==> src/design/zlac_defs.svh <==
// offsets, field positions, reset values and codes for the zone lock access control block
`ifndef ZLAC_DEFS_SVH
`define ZLAC_DEFS_SVH
`define ZLAC_OFF_CMD 12'h000
`define ZLAC_OFF_WDATA 12'h004
`define ZLAC_OFF_RDATA 12'h008
`define ZLAC_OFF_STATUS 12'h00c
`define ZLAC_OFF_OTP_MODE 12'h010
`define ZLAC_OFF_DIGEST_SEL 12'h014
`define ZLAC_OFF_ID_LO 12'h018
`define ZLAC_OFF_ID_HI 12'h01c
`define ZLAC_OFF_REV 12'h020
`define ZLAC_OFF_HASH_PREFIX 12'h024
// lock bytes sit at word indices; byte address is four times the index
`define ZLAC_IDX_DATA_OTP_LOCK 12'h056
`define ZLAC_IDX_CONFIG_ZONE_LOCK 12'h057
`define ZLAC_OFF_DATA_OTP_LOCK (`ZLAC_IDX_DATA_OTP_LOCK << 2)
`define ZLAC_OFF_CONFIG_ZONE_LOCK (`ZLAC_IDX_CONFIG_ZONE_LOCK << 2)
`define ZLAC_UNLOCKED 8'h55
`define ZLAC_LOCKED 8'h00
`define ZLAC_OTP_ERASED 32'hffffffff
`define ZLAC_FIXED_INFO_LAST 8'h0c
`define ZLAC_CMD_GO_BIT 31
`define ZLAC_RESP_OKAY 2'b00
`define ZLAC_RESP_SLVERR 2'b10
`endif

==> src/design/zlac_pkg.sv <==
// types for the zone lock access control block
package zlac_pkg;
  typedef enum logic [1:0] {
    ZLAC_OP_READ4,
    ZLAC_OP_READ32,
    ZLAC_OP_WRITE,
    ZLAC_OP_LOCK
  } zlac_op_t;
  typedef enum logic [1:0] {
    ZLAC_ZONE_CONFIG,
    ZLAC_ZONE_DATA,
    ZLAC_ZONE_OTP
  } zlac_zone_t;
  typedef enum logic [1:0] {
    ZLAC_MODE_READ_ONLY,
    ZLAC_MODE_CONSUME,
    ZLAC_MODE_LEGACY
  } zlac_mode_t;
  typedef struct packed {
    zlac_op_t op;
    zlac_zone_t zone;
    logic [7:0] addr;
  } zlac_cmd_t;
  typedef struct packed {
    logic aw_held;
    logic [11:0] awaddr;
    logic w_held;
    logic [31:0] wdata;
    logic bvalid;
    logic [1:0] bresp;
    logic rvalid;
    logic [31:0] rdata;
    logic [1:0] rresp;
    logic [7:0] config_zone_lock;
    logic [7:0] data_otp_lock;
    logic [1:0] otp_mode;
    logic [31:0] wdata_buf;
    logic [31:0] rdata_buf;
    logic cmd_done;
    logic cmd_err;
    logic [1:0] digest_sel;
    logic [511:0] otp;
  } zlac_state_t;
endpackage

==> src/design/zlac_top.sv <==
// zone lock access control: lock bytes, otp zone modes and axi4-lite registers
//
// Summary of operation
// - identification bytes 0..12 are never writable and always readable.
// - the three fixed id bytes always enter every hash input.
// - the six per-die id bytes enter a hash only when selected.
// - revision bytes read freely; software should not rely on values.
// - otp zone is 64 bytes, sixteen 32-bit words from word zero.
// - with configuration unlocked, all otp reads and writes are refused.
// - configuration locked, otp unlocked: writes accepted, reads refused.
// - read-only mode: writes error and change nothing; 4 and 32-byte reads served.
// - consumption mode stores data anded with the existing word.
// - legacy mode refuses reads of words zero and one, allows others.
// - legacy mode: only 4-byte reads, 32-byte read errors, writes refused.
// - every otp bit starts at one.
// - byte 87 locks configuration; byte 86 locks data and otp together.
// - lock bytes change only by the lock command; no unlock command exists, but reset reloads both at 0x55.
// - data/otp lock enables slot policies; slots stay writable per policy.
// - data or otp access with configuration unlocked answers an error.
// - configuration unlocked only at 0x55; otherwise reads only.
// - data/otp lock at 0x55 allows writes only; otherwise slot policy.
// - configuration lock value 0x00 means writes to configuration withdrawn.
`timescale 1ns/1ps
`include "zlac_defs.svh"
module zlac_top
  import zlac_pkg::*;
#(
  parameter logic [23:0] FIXED_ID = 24'h5a5a5a, // arbitrary value
  parameter logic [47:0] DIE_ID = 48'h3a7c915e26d4, // arbitrary value
  parameter logic [31:0] REVISION = 32'h00000001, // arbitrary value
  parameter int OTP_WORDS = 16
) (
  input wire logic CORE_CLK_IN,
  input wire logic RST_IN,
  input wire logic [11:0] S_AXI_AWADDR_IN,
  input wire logic S_AXI_AWVALID_IN,
  output logic S_AXI_AWREADY_OUT,
  input wire logic [31:0] S_AXI_WDATA_IN,
  input wire logic [3:0] S_AXI_WSTRB_IN,
  input wire logic S_AXI_WVALID_IN,
  output logic S_AXI_WREADY_OUT,
  output logic [1:0] S_AXI_BRESP_OUT,
  output logic S_AXI_BVALID_OUT,
  input wire logic S_AXI_BREADY_IN,
  input wire logic [11:0] S_AXI_ARADDR_IN,
  input wire logic S_AXI_ARVALID_IN,
  output logic S_AXI_ARREADY_OUT,
  output logic [31:0] S_AXI_RDATA_OUT,
  output logic [1:0] S_AXI_RRESP_OUT,
  output logic S_AXI_RVALID_OUT,
  input wire logic S_AXI_RREADY_IN,
  output logic SLOT_POLICY_EN_OUT
);

  if (OTP_WORDS != 16) begin : g_bad_otp_words
    $error("otp zone holds exactly sixteen words");
  end

  zlac_state_t s_r;
  zlac_state_t s_nxt;

  ////////////////////////////////////////////////////////////////////////
  // access decisions

  function automatic logic is_unlocked(input logic [7:0] v);
    return v == `ZLAC_UNLOCKED;
  endfunction

  logic cfg_open;
  logic dat_open;
  zlac_mode_t mode;
  assign cfg_open = is_unlocked(s_r.config_zone_lock);
  assign dat_open = is_unlocked(s_r.data_otp_lock);
  assign SLOT_POLICY_EN_OUT = !dat_open;

  always_comb begin
    unique case (s_r.otp_mode)
      2'h1: mode = ZLAC_MODE_CONSUME;
      2'h2: mode = ZLAC_MODE_LEGACY;
      default: mode = ZLAC_MODE_READ_ONLY; // any other code reads only
    endcase
  end

  ////////////////////////////////////////////////////////////////////////
  // bus handshake

  logic wr_go;
  logic rd_go;
  logic [11:0] waddr;
  logic [31:0] wval;
  assign S_AXI_AWREADY_OUT = !s_r.aw_held && !s_r.bvalid;
  assign S_AXI_WREADY_OUT = !s_r.w_held && !s_r.bvalid;
  assign S_AXI_ARREADY_OUT = !s_r.rvalid;
  assign waddr = s_r.aw_held ? s_r.awaddr : S_AXI_AWADDR_IN;
  assign wval = s_r.w_held ? s_r.wdata : S_AXI_WDATA_IN;
  assign wr_go = (s_r.aw_held || (S_AXI_AWVALID_IN && S_AXI_AWREADY_OUT))
              && (s_r.w_held || (S_AXI_WVALID_IN && S_AXI_WREADY_OUT));
  assign rd_go = S_AXI_ARVALID_IN && S_AXI_ARREADY_OUT;
  assign S_AXI_BVALID_OUT = s_r.bvalid;
  assign S_AXI_BRESP_OUT = s_r.bresp;
  assign S_AXI_RVALID_OUT = s_r.rvalid;
  assign S_AXI_RDATA_OUT = s_r.rdata;
  assign S_AXI_RRESP_OUT = s_r.rresp;

  ////////////////////////////////////////////////////////////////////////
  // command execution

  zlac_cmd_t cmd;
  logic [3:0] word;
  logic [31:0] cur_word;
  logic [31:0] next_word;
  logic ok;
  logic do_write;
  assign cmd = zlac_cmd_t'(wval[11:0]);
  assign word = cmd.addr[5:2];
  assign cur_word = s_r.otp[word*32 +: 32];

  always_comb begin
    ok = 1'b0;
    do_write = 1'b0;
    next_word = s_r.wdata_buf;
    unique case (cmd.zone)
      ZLAC_ZONE_CONFIG: begin
        if (cmd.op == ZLAC_OP_WRITE) begin
          ok = cfg_open && cmd.addr > `ZLAC_FIXED_INFO_LAST;
        end else if (cmd.op != ZLAC_OP_LOCK) begin
          ok = 1'b1;
        end else begin
          ok = cfg_open;
        end
      end
      ZLAC_ZONE_DATA: begin
        if (cmd.op == ZLAC_OP_LOCK) begin
          ok = !cfg_open && dat_open;
        end else if (cmd.op == ZLAC_OP_WRITE) begin
          ok = !cfg_open; // slot policy handled outside
        end else begin
          ok = !cfg_open && !dat_open;
        end
      end
      ZLAC_ZONE_OTP: begin
        if (cfg_open) begin
          ok = 1'b0;
        end else if (dat_open) begin
          ok = cmd.op == ZLAC_OP_WRITE;
          do_write = ok;
        end else begin
          unique case (mode)
            ZLAC_MODE_READ_ONLY: ok = cmd.op == ZLAC_OP_READ4 || cmd.op == ZLAC_OP_READ32;
            ZLAC_MODE_CONSUME: begin
              ok = cmd.op != ZLAC_OP_LOCK;
              do_write = cmd.op == ZLAC_OP_WRITE;
              next_word = cur_word & s_r.wdata_buf;
            end
            ZLAC_MODE_LEGACY: ok = cmd.op == ZLAC_OP_READ4 && word > 4'h1;
          endcase
        end
      end
      default: ok = 1'b0;
    endcase
  end

  function automatic logic [31:0] reg_read(input zlac_state_t s, input logic [11:0] a, input logic [31:0] id_hash);
    logic [31:0] r;
    r = 32'h0;
    unique case (a)
      `ZLAC_OFF_RDATA: r = s.rdata_buf;
      `ZLAC_OFF_STATUS: r = {30'h0, s.cmd_err, s.cmd_done};
      `ZLAC_OFF_OTP_MODE: r = {30'h0, s.otp_mode};
      `ZLAC_OFF_DIGEST_SEL: r = {30'h0, s.digest_sel};
      `ZLAC_OFF_ID_LO: r = {FIXED_ID[15:0], DIE_ID[47:32]};
      `ZLAC_OFF_ID_HI: r = DIE_ID[31:0];
      `ZLAC_OFF_REV: r = REVISION;
      `ZLAC_OFF_HASH_PREFIX: r = id_hash;
      `ZLAC_OFF_DATA_OTP_LOCK: r = {24'h0, s.data_otp_lock};
      `ZLAC_OFF_CONFIG_ZONE_LOCK: r = {24'h0, s.config_zone_lock};
      default: r = 32'h0;
    endcase
    return r;
  endfunction

  // hash prefix: fixed id always, per-die bytes only when selected
  logic [31:0] hash_prefix;
  always_comb begin
    hash_prefix = {FIXED_ID, 8'h0};
    if (s_r.digest_sel[0]) begin
      hash_prefix = {FIXED_ID, DIE_ID[7:0] ^ DIE_ID[15:8] ^ DIE_ID[23:16]
                     ^ DIE_ID[31:24] ^ DIE_ID[39:32] ^ DIE_ID[47:40]};
    end
  end

  logic known_addr;
  always_comb begin
    known_addr = 1'b1;
    unique case (S_AXI_ARADDR_IN)
      `ZLAC_OFF_RDATA, `ZLAC_OFF_STATUS, `ZLAC_OFF_OTP_MODE, `ZLAC_OFF_DIGEST_SEL,
      `ZLAC_OFF_ID_LO, `ZLAC_OFF_ID_HI, `ZLAC_OFF_REV, `ZLAC_OFF_HASH_PREFIX,
      `ZLAC_OFF_DATA_OTP_LOCK, `ZLAC_OFF_CONFIG_ZONE_LOCK, `ZLAC_OFF_WDATA: known_addr = 1'b1;
      default: known_addr = 1'b0;
    endcase
  end

  always_comb begin
    s_nxt = s_r;
    if (S_AXI_AWVALID_IN && S_AXI_AWREADY_OUT) begin
      s_nxt.aw_held = 1'b1;
      s_nxt.awaddr = S_AXI_AWADDR_IN;
    end
    if (S_AXI_WVALID_IN && S_AXI_WREADY_OUT) begin
      s_nxt.w_held = 1'b1;
      s_nxt.wdata = S_AXI_WDATA_IN;
    end
    if (s_r.bvalid && S_AXI_BREADY_IN) begin
      s_nxt.bvalid = 1'b0;
    end
    if (s_r.rvalid && S_AXI_RREADY_IN) begin
      s_nxt.rvalid = 1'b0;
    end
    if (wr_go) begin
      s_nxt.aw_held = 1'b0;
      s_nxt.w_held = 1'b0;
      s_nxt.bvalid = 1'b1;
      s_nxt.bresp = `ZLAC_RESP_OKAY;
      unique case (waddr)
        `ZLAC_OFF_WDATA: s_nxt.wdata_buf = wval;
        `ZLAC_OFF_OTP_MODE: begin
          if (cfg_open) begin
            s_nxt.otp_mode = wval[1:0];
          end
        end
        `ZLAC_OFF_DIGEST_SEL: s_nxt.digest_sel = wval[1:0];
        `ZLAC_OFF_CMD: begin
          if (wval[`ZLAC_CMD_GO_BIT]) begin
            s_nxt.cmd_done = 1'b1;
            s_nxt.cmd_err = !ok;
            if (ok && cmd.op == ZLAC_OP_LOCK) begin
              if (cmd.zone == ZLAC_ZONE_CONFIG) begin
                s_nxt.config_zone_lock = `ZLAC_LOCKED;
              end else begin
                s_nxt.data_otp_lock = `ZLAC_LOCKED;
              end
            end
            if (ok && cmd.zone == ZLAC_ZONE_OTP && (cmd.op == ZLAC_OP_READ4 || cmd.op == ZLAC_OP_READ32)) begin
              s_nxt.rdata_buf = cur_word; // 32-byte read returns the first word here
            end
            if (ok && do_write) begin
              s_nxt.otp[word*32 +: 32] = next_word;
            end
          end
        end
        // lock bytes are read-only over the bus: only the lock command moves them
        `ZLAC_OFF_DATA_OTP_LOCK, `ZLAC_OFF_CONFIG_ZONE_LOCK: s_nxt.bresp = `ZLAC_RESP_SLVERR;
        default: s_nxt.bresp = `ZLAC_RESP_SLVERR;
      endcase
    end
    if (rd_go) begin
      s_nxt.rvalid = 1'b1;
      s_nxt.rdata = reg_read(s_r, S_AXI_ARADDR_IN, hash_prefix);
      s_nxt.rresp = known_addr ? `ZLAC_RESP_OKAY : `ZLAC_RESP_SLVERR;
    end
  end

  always_ff @(posedge CORE_CLK_IN or posedge RST_IN) begin
    if (RST_IN) begin
      s_r <= '0;
      s_r.config_zone_lock <= `ZLAC_UNLOCKED;
      s_r.data_otp_lock <= `ZLAC_UNLOCKED;
      s_r.otp <= {16{`ZLAC_OTP_ERASED}};
    end else begin
      s_r <= s_nxt;
    end
  end

  ////////////////////////////////////////////////////////////////////////
  // checks

  property p_lock_sticky;
    @(posedge CORE_CLK_IN) disable iff (RST_IN)
    !cfg_open |=> !cfg_open;
  endproperty
  a_lock_sticky: assert property (p_lock_sticky) else $error("config lock reopened");

  property p_data_sticky;
    @(posedge CORE_CLK_IN) disable iff (RST_IN)
    !dat_open |=> !dat_open;
  endproperty
  a_data_sticky: assert property (p_data_sticky) else $error("data lock reopened");

  property p_otp_closed;
    @(posedge CORE_CLK_IN) disable iff (RST_IN)
    (wr_go && waddr == `ZLAC_OFF_CMD && wval[31] && cmd.zone == ZLAC_ZONE_OTP && cfg_open) |=> s_r.cmd_err;
  endproperty
  a_otp_closed: assert property (p_otp_closed) else $error("otp access with config open");

  property p_ro_nowrite;
    @(posedge CORE_CLK_IN) disable iff (RST_IN)
    (!dat_open && mode == ZLAC_MODE_READ_ONLY) |=> $stable(s_r.otp);
  endproperty
  a_ro_nowrite: assert property (p_ro_nowrite) else $error("read-only otp changed");

  property p_consume;
    @(posedge CORE_CLK_IN) disable iff (RST_IN)
    !dat_open |=> ((s_r.otp & ~$past(s_r.otp)) == '0);
  endproperty
  a_consume: assert property (p_consume) else $error("otp bit returned to one");

  property p_legacy_low;
    @(posedge CORE_CLK_IN) disable iff (RST_IN)
    (wr_go && waddr == `ZLAC_OFF_CMD && wval[31] && cmd.zone == ZLAC_ZONE_OTP && !cfg_open && !dat_open
     && mode == ZLAC_MODE_LEGACY && word < 4'h2) |=> s_r.cmd_err;
  endproperty
  a_legacy_low: assert property (p_legacy_low) else $error("legacy word 0/1 read allowed");

  property p_fixed;
    @(posedge CORE_CLK_IN) disable iff (RST_IN)
    (wr_go && waddr == `ZLAC_OFF_CMD && wval[31] && cmd.zone == ZLAC_ZONE_CONFIG
     && cmd.op == ZLAC_OP_WRITE && cmd.addr <= 8'h0c) |=> s_r.cmd_err;
  endproperty
  a_fixed: assert property (p_fixed) else $error("fixed bytes written");

  property p_policy;
    @(posedge CORE_CLK_IN) disable iff (RST_IN)
    SLOT_POLICY_EN_OUT |-> !cfg_open;
  endproperty
  a_policy: assert property (p_policy) else $error("slot policy enabled with config open");

  property p_cfg_locked_write;
    @(posedge CORE_CLK_IN) disable iff (RST_IN)
    (wr_go && waddr == `ZLAC_OFF_CMD && wval[`ZLAC_CMD_GO_BIT] && cmd.zone == ZLAC_ZONE_CONFIG
     && cmd.op == ZLAC_OP_WRITE && !cfg_open) |=> s_r.cmd_err;
  endproperty
  a_cfg_locked_write: assert property (p_cfg_locked_write) else $error("config written while locked");

  property p_otp_read_open;
    @(posedge CORE_CLK_IN) disable iff (RST_IN)
    (wr_go && waddr == `ZLAC_OFF_CMD && wval[`ZLAC_CMD_GO_BIT] && cmd.zone == ZLAC_ZONE_OTP
     && cmd.op != ZLAC_OP_WRITE && !cfg_open && dat_open) |=> s_r.cmd_err;
  endproperty
  a_otp_read_open: assert property (p_otp_read_open) else $error("otp read before data lock");

  property p_lock_cmd_only;
    @(posedge CORE_CLK_IN) disable iff (RST_IN)
    !(wr_go && waddr == `ZLAC_OFF_CMD) |=> $stable(s_r.config_zone_lock) && $stable(s_r.data_otp_lock);
  endproperty
  a_lock_cmd_only: assert property (p_lock_cmd_only) else $error("lock byte changed without command");

endmodule

==> config.mk <==
export PLATFORM = sky130hd
export DESIGN_NAME = zlac_top
export DESIGN_NICKNAME = d
export VERILOG_FILES = /design/src/design/zlac_pkg.sv /design/src/design/zlac_top.sv
export VERILOG_INCLUDE_DIRS = /design/src /design/src/design
export SDC_FILE = /design/constraint.sdc
export NUM_CORES = 2
export LEC_CHECK = 0
export BUFFER_PORTS_ARGS = -buffer_cell sky130_fd_sc_hd__buf_2
export CORE_MARGIN = 2
export CORE_UTILIZATION = 34
export DETAILED_ROUTE_END_ITERATION = 12
export PLACE_DENSITY = 0.49
export SLEW_MARGIN = 20
export SYNTH_ARGS = -nofsm -noshare
export SYNTH_HDL_FRONTEND = slang
export SYNTH_SLANG_ARGS = --single-unit
==> constraint.sdc <==
create_clock -name CORE_CLK_IN -period 29.9 [get_ports CORE_CLK_IN]
set_input_delay 4.485 -clock CORE_CLK_IN [delete_from_list [all_inputs] [get_ports CORE_CLK_IN]]
set_output_delay 4.485 -clock CORE_CLK_IN [all_outputs]
set_load 0.02 [all_outputs]
# After elaboration in Yosys (flattened, before gate mapping)
# Index checks and enable logic that the tools add are counted.
[classes]
n_addsub = 1
n_lt_le_gt_ge = 2
n_eq_ne = 26
shift = 3
mux = 33
bitwise = 2
reduce_logical = 44
[op_table]
columns = ["operator", "count"]
rows = [
  ["bitwise mux 512 bit", 1],
  ["variable shift 32 x 34 -> 512 bit, first input constant", 1],
  ["indexed part select 32 x 34 -> 512 bit", 1],
  ["indexed part select 512 x 10 -> 32 bit", 1],
  ["one-hot mux 32 bit (10 select lines)", 1],
  ["2-to-1 mux 32 bit", 5],
  ["== test 12 x 5 -> 1 bit, second input constant", 6],
  ["2-to-1 mux 35 bit", 1],
  ["negation 9 -> 34 bit", 1],
  ["2-to-1 mux 33 bit", 1],
  ["bitwise AND 32 bit", 1],
  ["== test 12 x 3 -> 1 bit, second input constant", 2],
  ["== test 12 x 4 -> 1 bit, second input constant", 2],
  ["== test 12 x 6 -> 1 bit, second input constant", 2],
  ["== test 12 x 9 -> 1 bit, second input constant", 2],
  ["logical AND 1 bit", 16],
  ["2-to-1 mux 1 bit", 15],
  ["2-to-1 mux 13 bit", 1],
  ["zero test 12 bit", 1],
  ["2-to-1 mux 12 bit", 1],
  ["OR reduction 11 bit", 1],
  ["== test 2 bit, second input constant", 5],
  ["AND reduction 5 bit", 2],
  ["== test 2 x 1 -> 1 bit, second input constant", 4],
  ["other kinds (18)", 37],
]
[totals]
ff_bits = 674
input_bits = 67
elab_cells = 129

# Depth between registers and ports, before layout
[logic_depth]
ltp_word = 10
mapped_depth = 16

# Worst setup path before layout
# OpenSTA, ideal clock, no wires.
[synth_path]
path_kind = "in2reg"
from = "input S_AXI_WDATA_IN[2]"
to = "register s_r[516] (netlist name)"
setup_ps = 125
arrival_ps = 7258
required_time_ps = 29775
path_slack_ps = 22517
stages = 13
path_buffers = 5
path_cell_list = "mux2i_1 -> clkbuf_1 -> clkbuf_1 -> ha_1 -> clkbuf_1 -> o22a_1 -> o221a_2 -> o32ai_2 -> or2_1 -> buf_2 -> nand4_1 -> buf_2 -> mux2_2"
[synth_between]
elab_chain_cells = 10
elab_cells_between_ends = 14
[synth_lines]
columns = ["item", "line_no", "text"]
rows = [
  ["start, declared", "zlac_top.sv:38", "input wire logic [31:0] S_AXI_WDATA_IN,"],
  ["2-to-1 mux 32 bit *", "zlac_top.sv:95", "assign wval = s_r.w_held ? s_r.wdata : S_AXI_WDATA_IN;"],
  ["> comparator 4 x 1 -> 1 bit", "zlac_top.sv:155", "ZLAC_MODE_LEGACY: ok = cmd.op == ZLAC_OP_READ4 && word > 4'h1;"],
  ["logical AND 1 bit", "zlac_top.sv:155", ""],
  ["one-hot mux 1 bit (3 select lines)", "zlac_top.sv:148", "unique case (mode)"],
  ["2-to-1 mux 1 bit", "zlac_top.sv:144", "end else if (dat_open) begin"],
  ["2-to-1 mux 1 bit", "zlac_top.sv:142", "if (cfg_open) begin"],
  ["one-hot mux 1 bit (3 select lines)", "zlac_top.sv:122", "unique case (cmd.zone)"],
  ["logical AND 1 bit (2 in series)", "zlac_top.sv:243", "if (ok && cmd.zone == ZLAC_ZONE_OTP && (cmd.op == ZLAC_OP_READ4 || cmd.op == ZLAC_OP_READ32)) begin"],
  ["AND reduction 4 bit (no line)", "--", ""],
  ["end signal, assigned", "zlac_top.sv:270", "s_r <= s_nxt;"],
  ["end, declared", "zlac_top.sv:59", "zlac_state_t s_r;"],
]
# Every way passes the cells marked *; elsewhere a longest branch is shown, timed or not.
# A chain may end at the register's enable or synchronous reset.

# Worst setup path in the final report
[layout_path]
from = "input S_AXI_WDATA_IN[3]"
to = "register s_r[365] (netlist name)"
[layout_between]
elab_chain_cells = 9
elab_cells_between_ends = 22
[layout_lines]
columns = ["item", "line_no"]
rows = [
  ["2-to-1 mux 32 bit *", "zlac_top.sv:95"],
  ["indexed part select 512 x 10 -> 32 bit or > comparator 4 x 1 -> 1 bit (tied branches)", "zlac_top.sv:116, zlac_top.sv:155"],
  ["bitwise AND 32 bit or logical AND 1 bit (tied branches)", "zlac_top.sv:153, zlac_top.sv:155"],
  ["2-to-1 mux 32 bit or one-hot mux 1 bit (3 select lines) (tied branches)", "zlac_top.sv:148"],
  ["2-to-1 mux 32 bit or 2-to-1 mux 1 bit (tied branches)", "zlac_top.sv:144"],
  ["2-to-1 mux 32 bit or 2-to-1 mux 1 bit (tied branches)", "zlac_top.sv:142"],
  ["2-to-1 mux 32 bit or one-hot mux 1 bit (3 select lines) (tied branches)", "zlac_top.sv:122"],
  ["indexed part select 32 x 34 -> 512 bit or logical AND 1 bit (tied branches)", "zlac_top.sv:247, zlac_top.sv:246"],
  ["bitwise mux 512 bit or AND reduction 4 bit (tied branches)", "--"],
]
# Marks and branches as above.

==> results.md <==
- The flow ran to the end, and the final reports show no timing, DRC or antenna violations.
- The die is between 300 and 400 um tall.
- In this run the count of I/O pins placed on the die edge is around 110.
- Power spread over the standard cell area amounts to about 70 nW/um2.
- For this run, the slowest stage of the critical path takes 1020 ps.
- The area growth from synthesis to layout is 13.4%.
- The final wirelength is roughly 100000 um.
- The master cell of the clock root buffer is sky130_fd_sc_hd__clkbuf_16.
- Ranked by total cell area, the synthesized netlist is headed by sky130_fd_sc_hd__dfstp_2 44%, sky130_fd_sc_hd__dfrtp_1 12%, sky130_fd_sc_hd__nand2_1 9.8%, sky130_fd_sc_hd__o21ai_0 8.9%, sky130_fd_sc_hd__mux4_2 4.4%.
- STA classifies the critical path endpoint as a flop.
- The overall power is approximately 2.4 mW.
- Post-CTS timing repair inserted 0 buffers for setup.
- The worst path in the final design needs a cycle of between 9000 and 10000 ps, including I/O delays and setup.
- The leakage power total is about 12 nW.
- The average cell area after synthesis is 9.98 um2.
- For this run, design rule violations remaining after detail routing come to 0.
- CTS saw about 670 sinks.
- The area of the core region is 89700 um2.
- The setup path with the least slack is of type in -> reg.
- The number of clock buffers inserted by TritonCTS is 73.
- The cell occurring most often along the worst timing path is sky130_fd_sc_hd__buf_4.
- The fraction of the cycle the final worst path needs is around 31%.
- The cell type contributing the most total cell area after synthesis is sky130_fd_sc_hd__dfstp_2.
- In the synthesized netlist the async set-or-reset flop fraction comes to 100%.
- Setup repair after global routing left no endpoint under its margin.
- The number of global-route vias before repair is around 24000.
- The number of enable flip-flop cells after synthesis is 0.
- After clock tree synthesis, the clock-pin slew on the worst setup and hold paths is 60 ps.
- No sink is reached through more buffers than the 3 on the longest clock path.
- The minimum setup slack among reg-to-reg paths is 23660 ps.
- The floorplan has 110 rows.
- The combined global-route utilization of all metal layers is about 22%.
- Including well taps, the total number of placed cells is around 4200.
- The count of distinct cell types in the synthesized netlist is between 60 and 70.
- The share of layout cells above drive strength 1 is around a third.
- After global routing the overflow that remains totals 0.
- The slowest library cell on the worst path is sky130_fd_sc_hd__nand4_1.
- For the pin with the worst max-slew slack, the measured transition is 1140 ps.
- The first global-routing pass estimated 155000 um of wire.
- The arrival time of data at the critical path endpoint is 9760 ps.
- The number of standard cells after synthesis is 3071.
- In the final timing run, aggregate negative setup slack is 0 ps.
- The mean number of vias per cell is around 5.6.
- The max-slew headroom at the worst pin is 23.0%.
- The floorplan step defined a die boundary enclosing 92600 um2.
- Setup violations remaining at the end of the flow were counted as 0.
- The count of nets left with antenna violations once routing finished came out at 0.
- The clock latency at the later pin of the worst-skew pair is about 640 ps.
- The data required time at the worst endpoint is between 30000 and 40000 ps.
- Once layout is complete, the cells apart from fillers number 4289.
- VDD sags by at most around 0.000054 V.
- The via count of the routed design is 24130.
- The H-tree level count is 3.
- The number of nets in the layout is between 3000 and 4000.
- Max-cap violations in this run came to 0.
- The max-slew violation total from the final report is 0.
- Timing would allow up to 109 MHz.
- The iteration count of the initial detailed-routing pass is 6.
- The worst hold path class is reg -> reg.
- Entering global routing, the biggest net connects roughly 160 pins.
- For this run, the number of Yosys warnings is 0.
- After detailed routing, the average wire length per cell comes to between 20 and 25 um.
- The CTS tree is yes.
- The worst clock skew is 23.5 ps.
- For this run, the share of the core covered by cells in the final layout is 38.7%.
- In this run, the number of DRC markers left after iteration 0 of detailed routing was between 2000 and 3000.
- At the end of routability-driven placement, the weighted congestion stood at ~0.82.
- The initial antenna violation count is 3.
- Along the worst path, the maximum fanout reaches 36.
- Traced cell by cell, the critical path runs through buf_2 > mux2i_4 > buf_4 > inv_4 > ha_1 > o311ai_0 > a311oi_4 > buf_4 > or2_1 > nand4_1 > buf_4 > o21ai_0.
- The hold violation count in the final report came to 0.
- The share of synthesized area in the top cell type comes to about 44%.
- In this run, post-CTS repair resized a total of 0 instances.
- The flip-flop and latch count after synthesis is about 670.
- The part of the Yosys area used for sequential elements is a little under three fifths.
- For this configuration, the core starts out at a cell density of about a third.
- The worst setup path is launched from a primary input.
- The count of input and output buffers is just over 100.
- The die span in x is a little over 300 um.
- The total of hold buffers inserted after clock tree synthesis is 0.
- The worst hold margin is roughly 460 ps.
- The most instantiated flip-flop cell in the synthesis netlist is sky130_fd_sc_hd__dfstp_2.
- Detailed placement finished with a half-perimeter wire length of 59300 um.
- The netlist area before placement is between 30000 and 40000 um2.
[per-stage QoR]
| stage | setup WS [ps] | instance area (um2) |
|---|---|---|
| floorplan | 7600 | 30700 |
| global placement | 20120 | 32300 |
| detailed placement | 19990 | 32300 |
| CTS | 20640 | 34700 |
| global route | 20560 | 34800 |
| finish | 20690 | 34800 |
[registers in the layout, indices dropped and copies added (netlist names)]
register / count
s_r: 630
S_AXI_RDATA_OUT: 32
S_AXI_BRESP_OUT: 1
S_AXI_BVALID_OUT: 1
S_AXI_RRESP_OUT: 1
S_AXI_RVALID_OUT: 1
[final timing paths]
path,cells past startpoint,startpoint,end
max in group asynchronous,6,RST_IN,s_r[523]
min in group asynchronous,2,RST_IN,s_r[568]
max reg2reg,11,s_r[668],s_r[365]
max,12,S_AXI_WDATA_IN[3],s_r[365]
min,2,s_r[386],s_r[386]
min reg2reg,2,s_r[386],s_r[386]
[power by group]
group          internal, mW  switching, mW
logic                 0.160          0.389
clock network         0.525          0.381
registers             0.939         0.0299
total                  1.62          0.799
[metal layers]
| layer | track usage, % | vias up | wire (um) | part of all wire [%] |
|---|---|---|---|---|
| met1 | 30.5 | 12360 | 44800 | 44 |
| met3 | 3.84 | 199 | 7040 | 6.8 |
| met4 | 7.38 | 0 | 3370 | 3.3 |
| li1 | - | 10636 | - | - |
| met5 | 0 | - | 0 | 0 |
| met2 | 35.0 | 935 | 47700 | 46 |
[Yosys cell counts, types with 29 or more instances]
master,count
sky130_fd_sc_hd__a32oi_1,39
sky130_fd_sc_hd__clkbuf_1,167
sky130_fd_sc_hd__dfstp_2,514
sky130_fd_sc_hd__dfrtp_1,152
sky130_fd_sc_hd__o211ai_1,39
sky130_fd_sc_hd__mux2i_1,32
sky130_fd_sc_hd__a211oi_1,31
sky130_fd_sc_hd__mux2_2,86
sky130_fd_sc_hd__buf_2,41
sky130_fd_sc_hd__buf_4,44
sky130_fd_sc_hd__o21ai_0,546
sky130_fd_sc_hd__o22ai_1,29
sky130_fd_sc_hd__nand2_1,800
sky130_fd_sc_hd__o21ai_1,105
sky130_fd_sc_hd__nor2_1,92
sky130_fd_sc_hd__mux4_2,60
sky130_fd_sc_hd__a21oi_1,29
sky130_fd_sc_hd__nand3_1,75
[cells in the final DEF (no fill, tap or decap), types with 10 or more instances in the layout]
| cell | count |
|---|---|
| sky130_fd_sc_hd__nor2_1 | 91 |
| sky130_fd_sc_hd__o2111ai_4 | 14 |
| sky130_fd_sc_hd__o22ai_1 | 29 |
| sky130_fd_sc_hd__buf_2 | 102 |
| sky130_fd_sc_hd__mux4_2 | 60 |
| sky130_fd_sc_hd__dfrtp_1 | 151 |
| sky130_fd_sc_hd__clkbuf_1 | 26 |
| sky130_fd_sc_hd__nand2b_1 | 10 |
| sky130_fd_sc_hd__inv_1 | 14 |
| sky130_fd_sc_hd__a21oi_1 | 29 |
| sky130_fd_sc_hd__nand2_1 | 797 |
| sky130_fd_sc_hd__o21ai_0 | 542 |
| sky130_fd_sc_hd__nand3_1 | 74 |
| sky130_fd_sc_hd__o21ai_1 | 102 |
| sky130_fd_sc_hd__nand4_1 | 18 |
| sky130_fd_sc_hd__buf_4 | 79 |
| sky130_fd_sc_hd__clkbuf_16 | 75 |
| sky130_fd_sc_hd__mux2i_1 | 31 |
| sky130_fd_sc_hd__a211oi_1 | 31 |
| sky130_fd_sc_hd__clkbuf_8 | 17 |
| sky130_fd_sc_hd__o211ai_1 | 39 |
| sky130_fd_sc_hd__a32oi_1 | 39 |
| sky130_fd_sc_hd__nor3_1 | 12 |
| sky130_fd_sc_hd__dfstp_2 | 514 |
| sky130_fd_sc_hd__mux2_2 | 86 |
[worst max-delay path: cells and delay by family]
family                   cells  cell delay (ps)
multiplexers                 1               70
AO/OA/AOI/OAI                3              880
buffers and inverters        5             1900
adder cells (fa/ha/maj)      1              560
AND/OR/NAND/NOR              2             1780
[cell type report]
type / instances / area [um2]
fillers: 8875 / 55000
repair buffers: 188 / 1230
multi-input cells: 2104 / 12300
clock buffers: 118 / 2210
diodes: 3 / 7.51
clock inverters: 15 / 176
flip-flops and latches: 666 / 17300
inverters: 19 / 86.3
well taps: 1176 / 1470
[kinds of logic after synthesis]
kind of cell             share of synthesized area (%)
AO/OA/AOI/OAI                                     16.0
AND/OR/NAND/NOR                                   13.9
other                                           0.0122
multiplexers                                      8.69
flip-flops                                        56.5
buffers and inverters                             4.57
adder cells (fa/ha/maj)                          0.327
XOR/XNOR                                        0.0572
(Power assumes the default switching activity.)
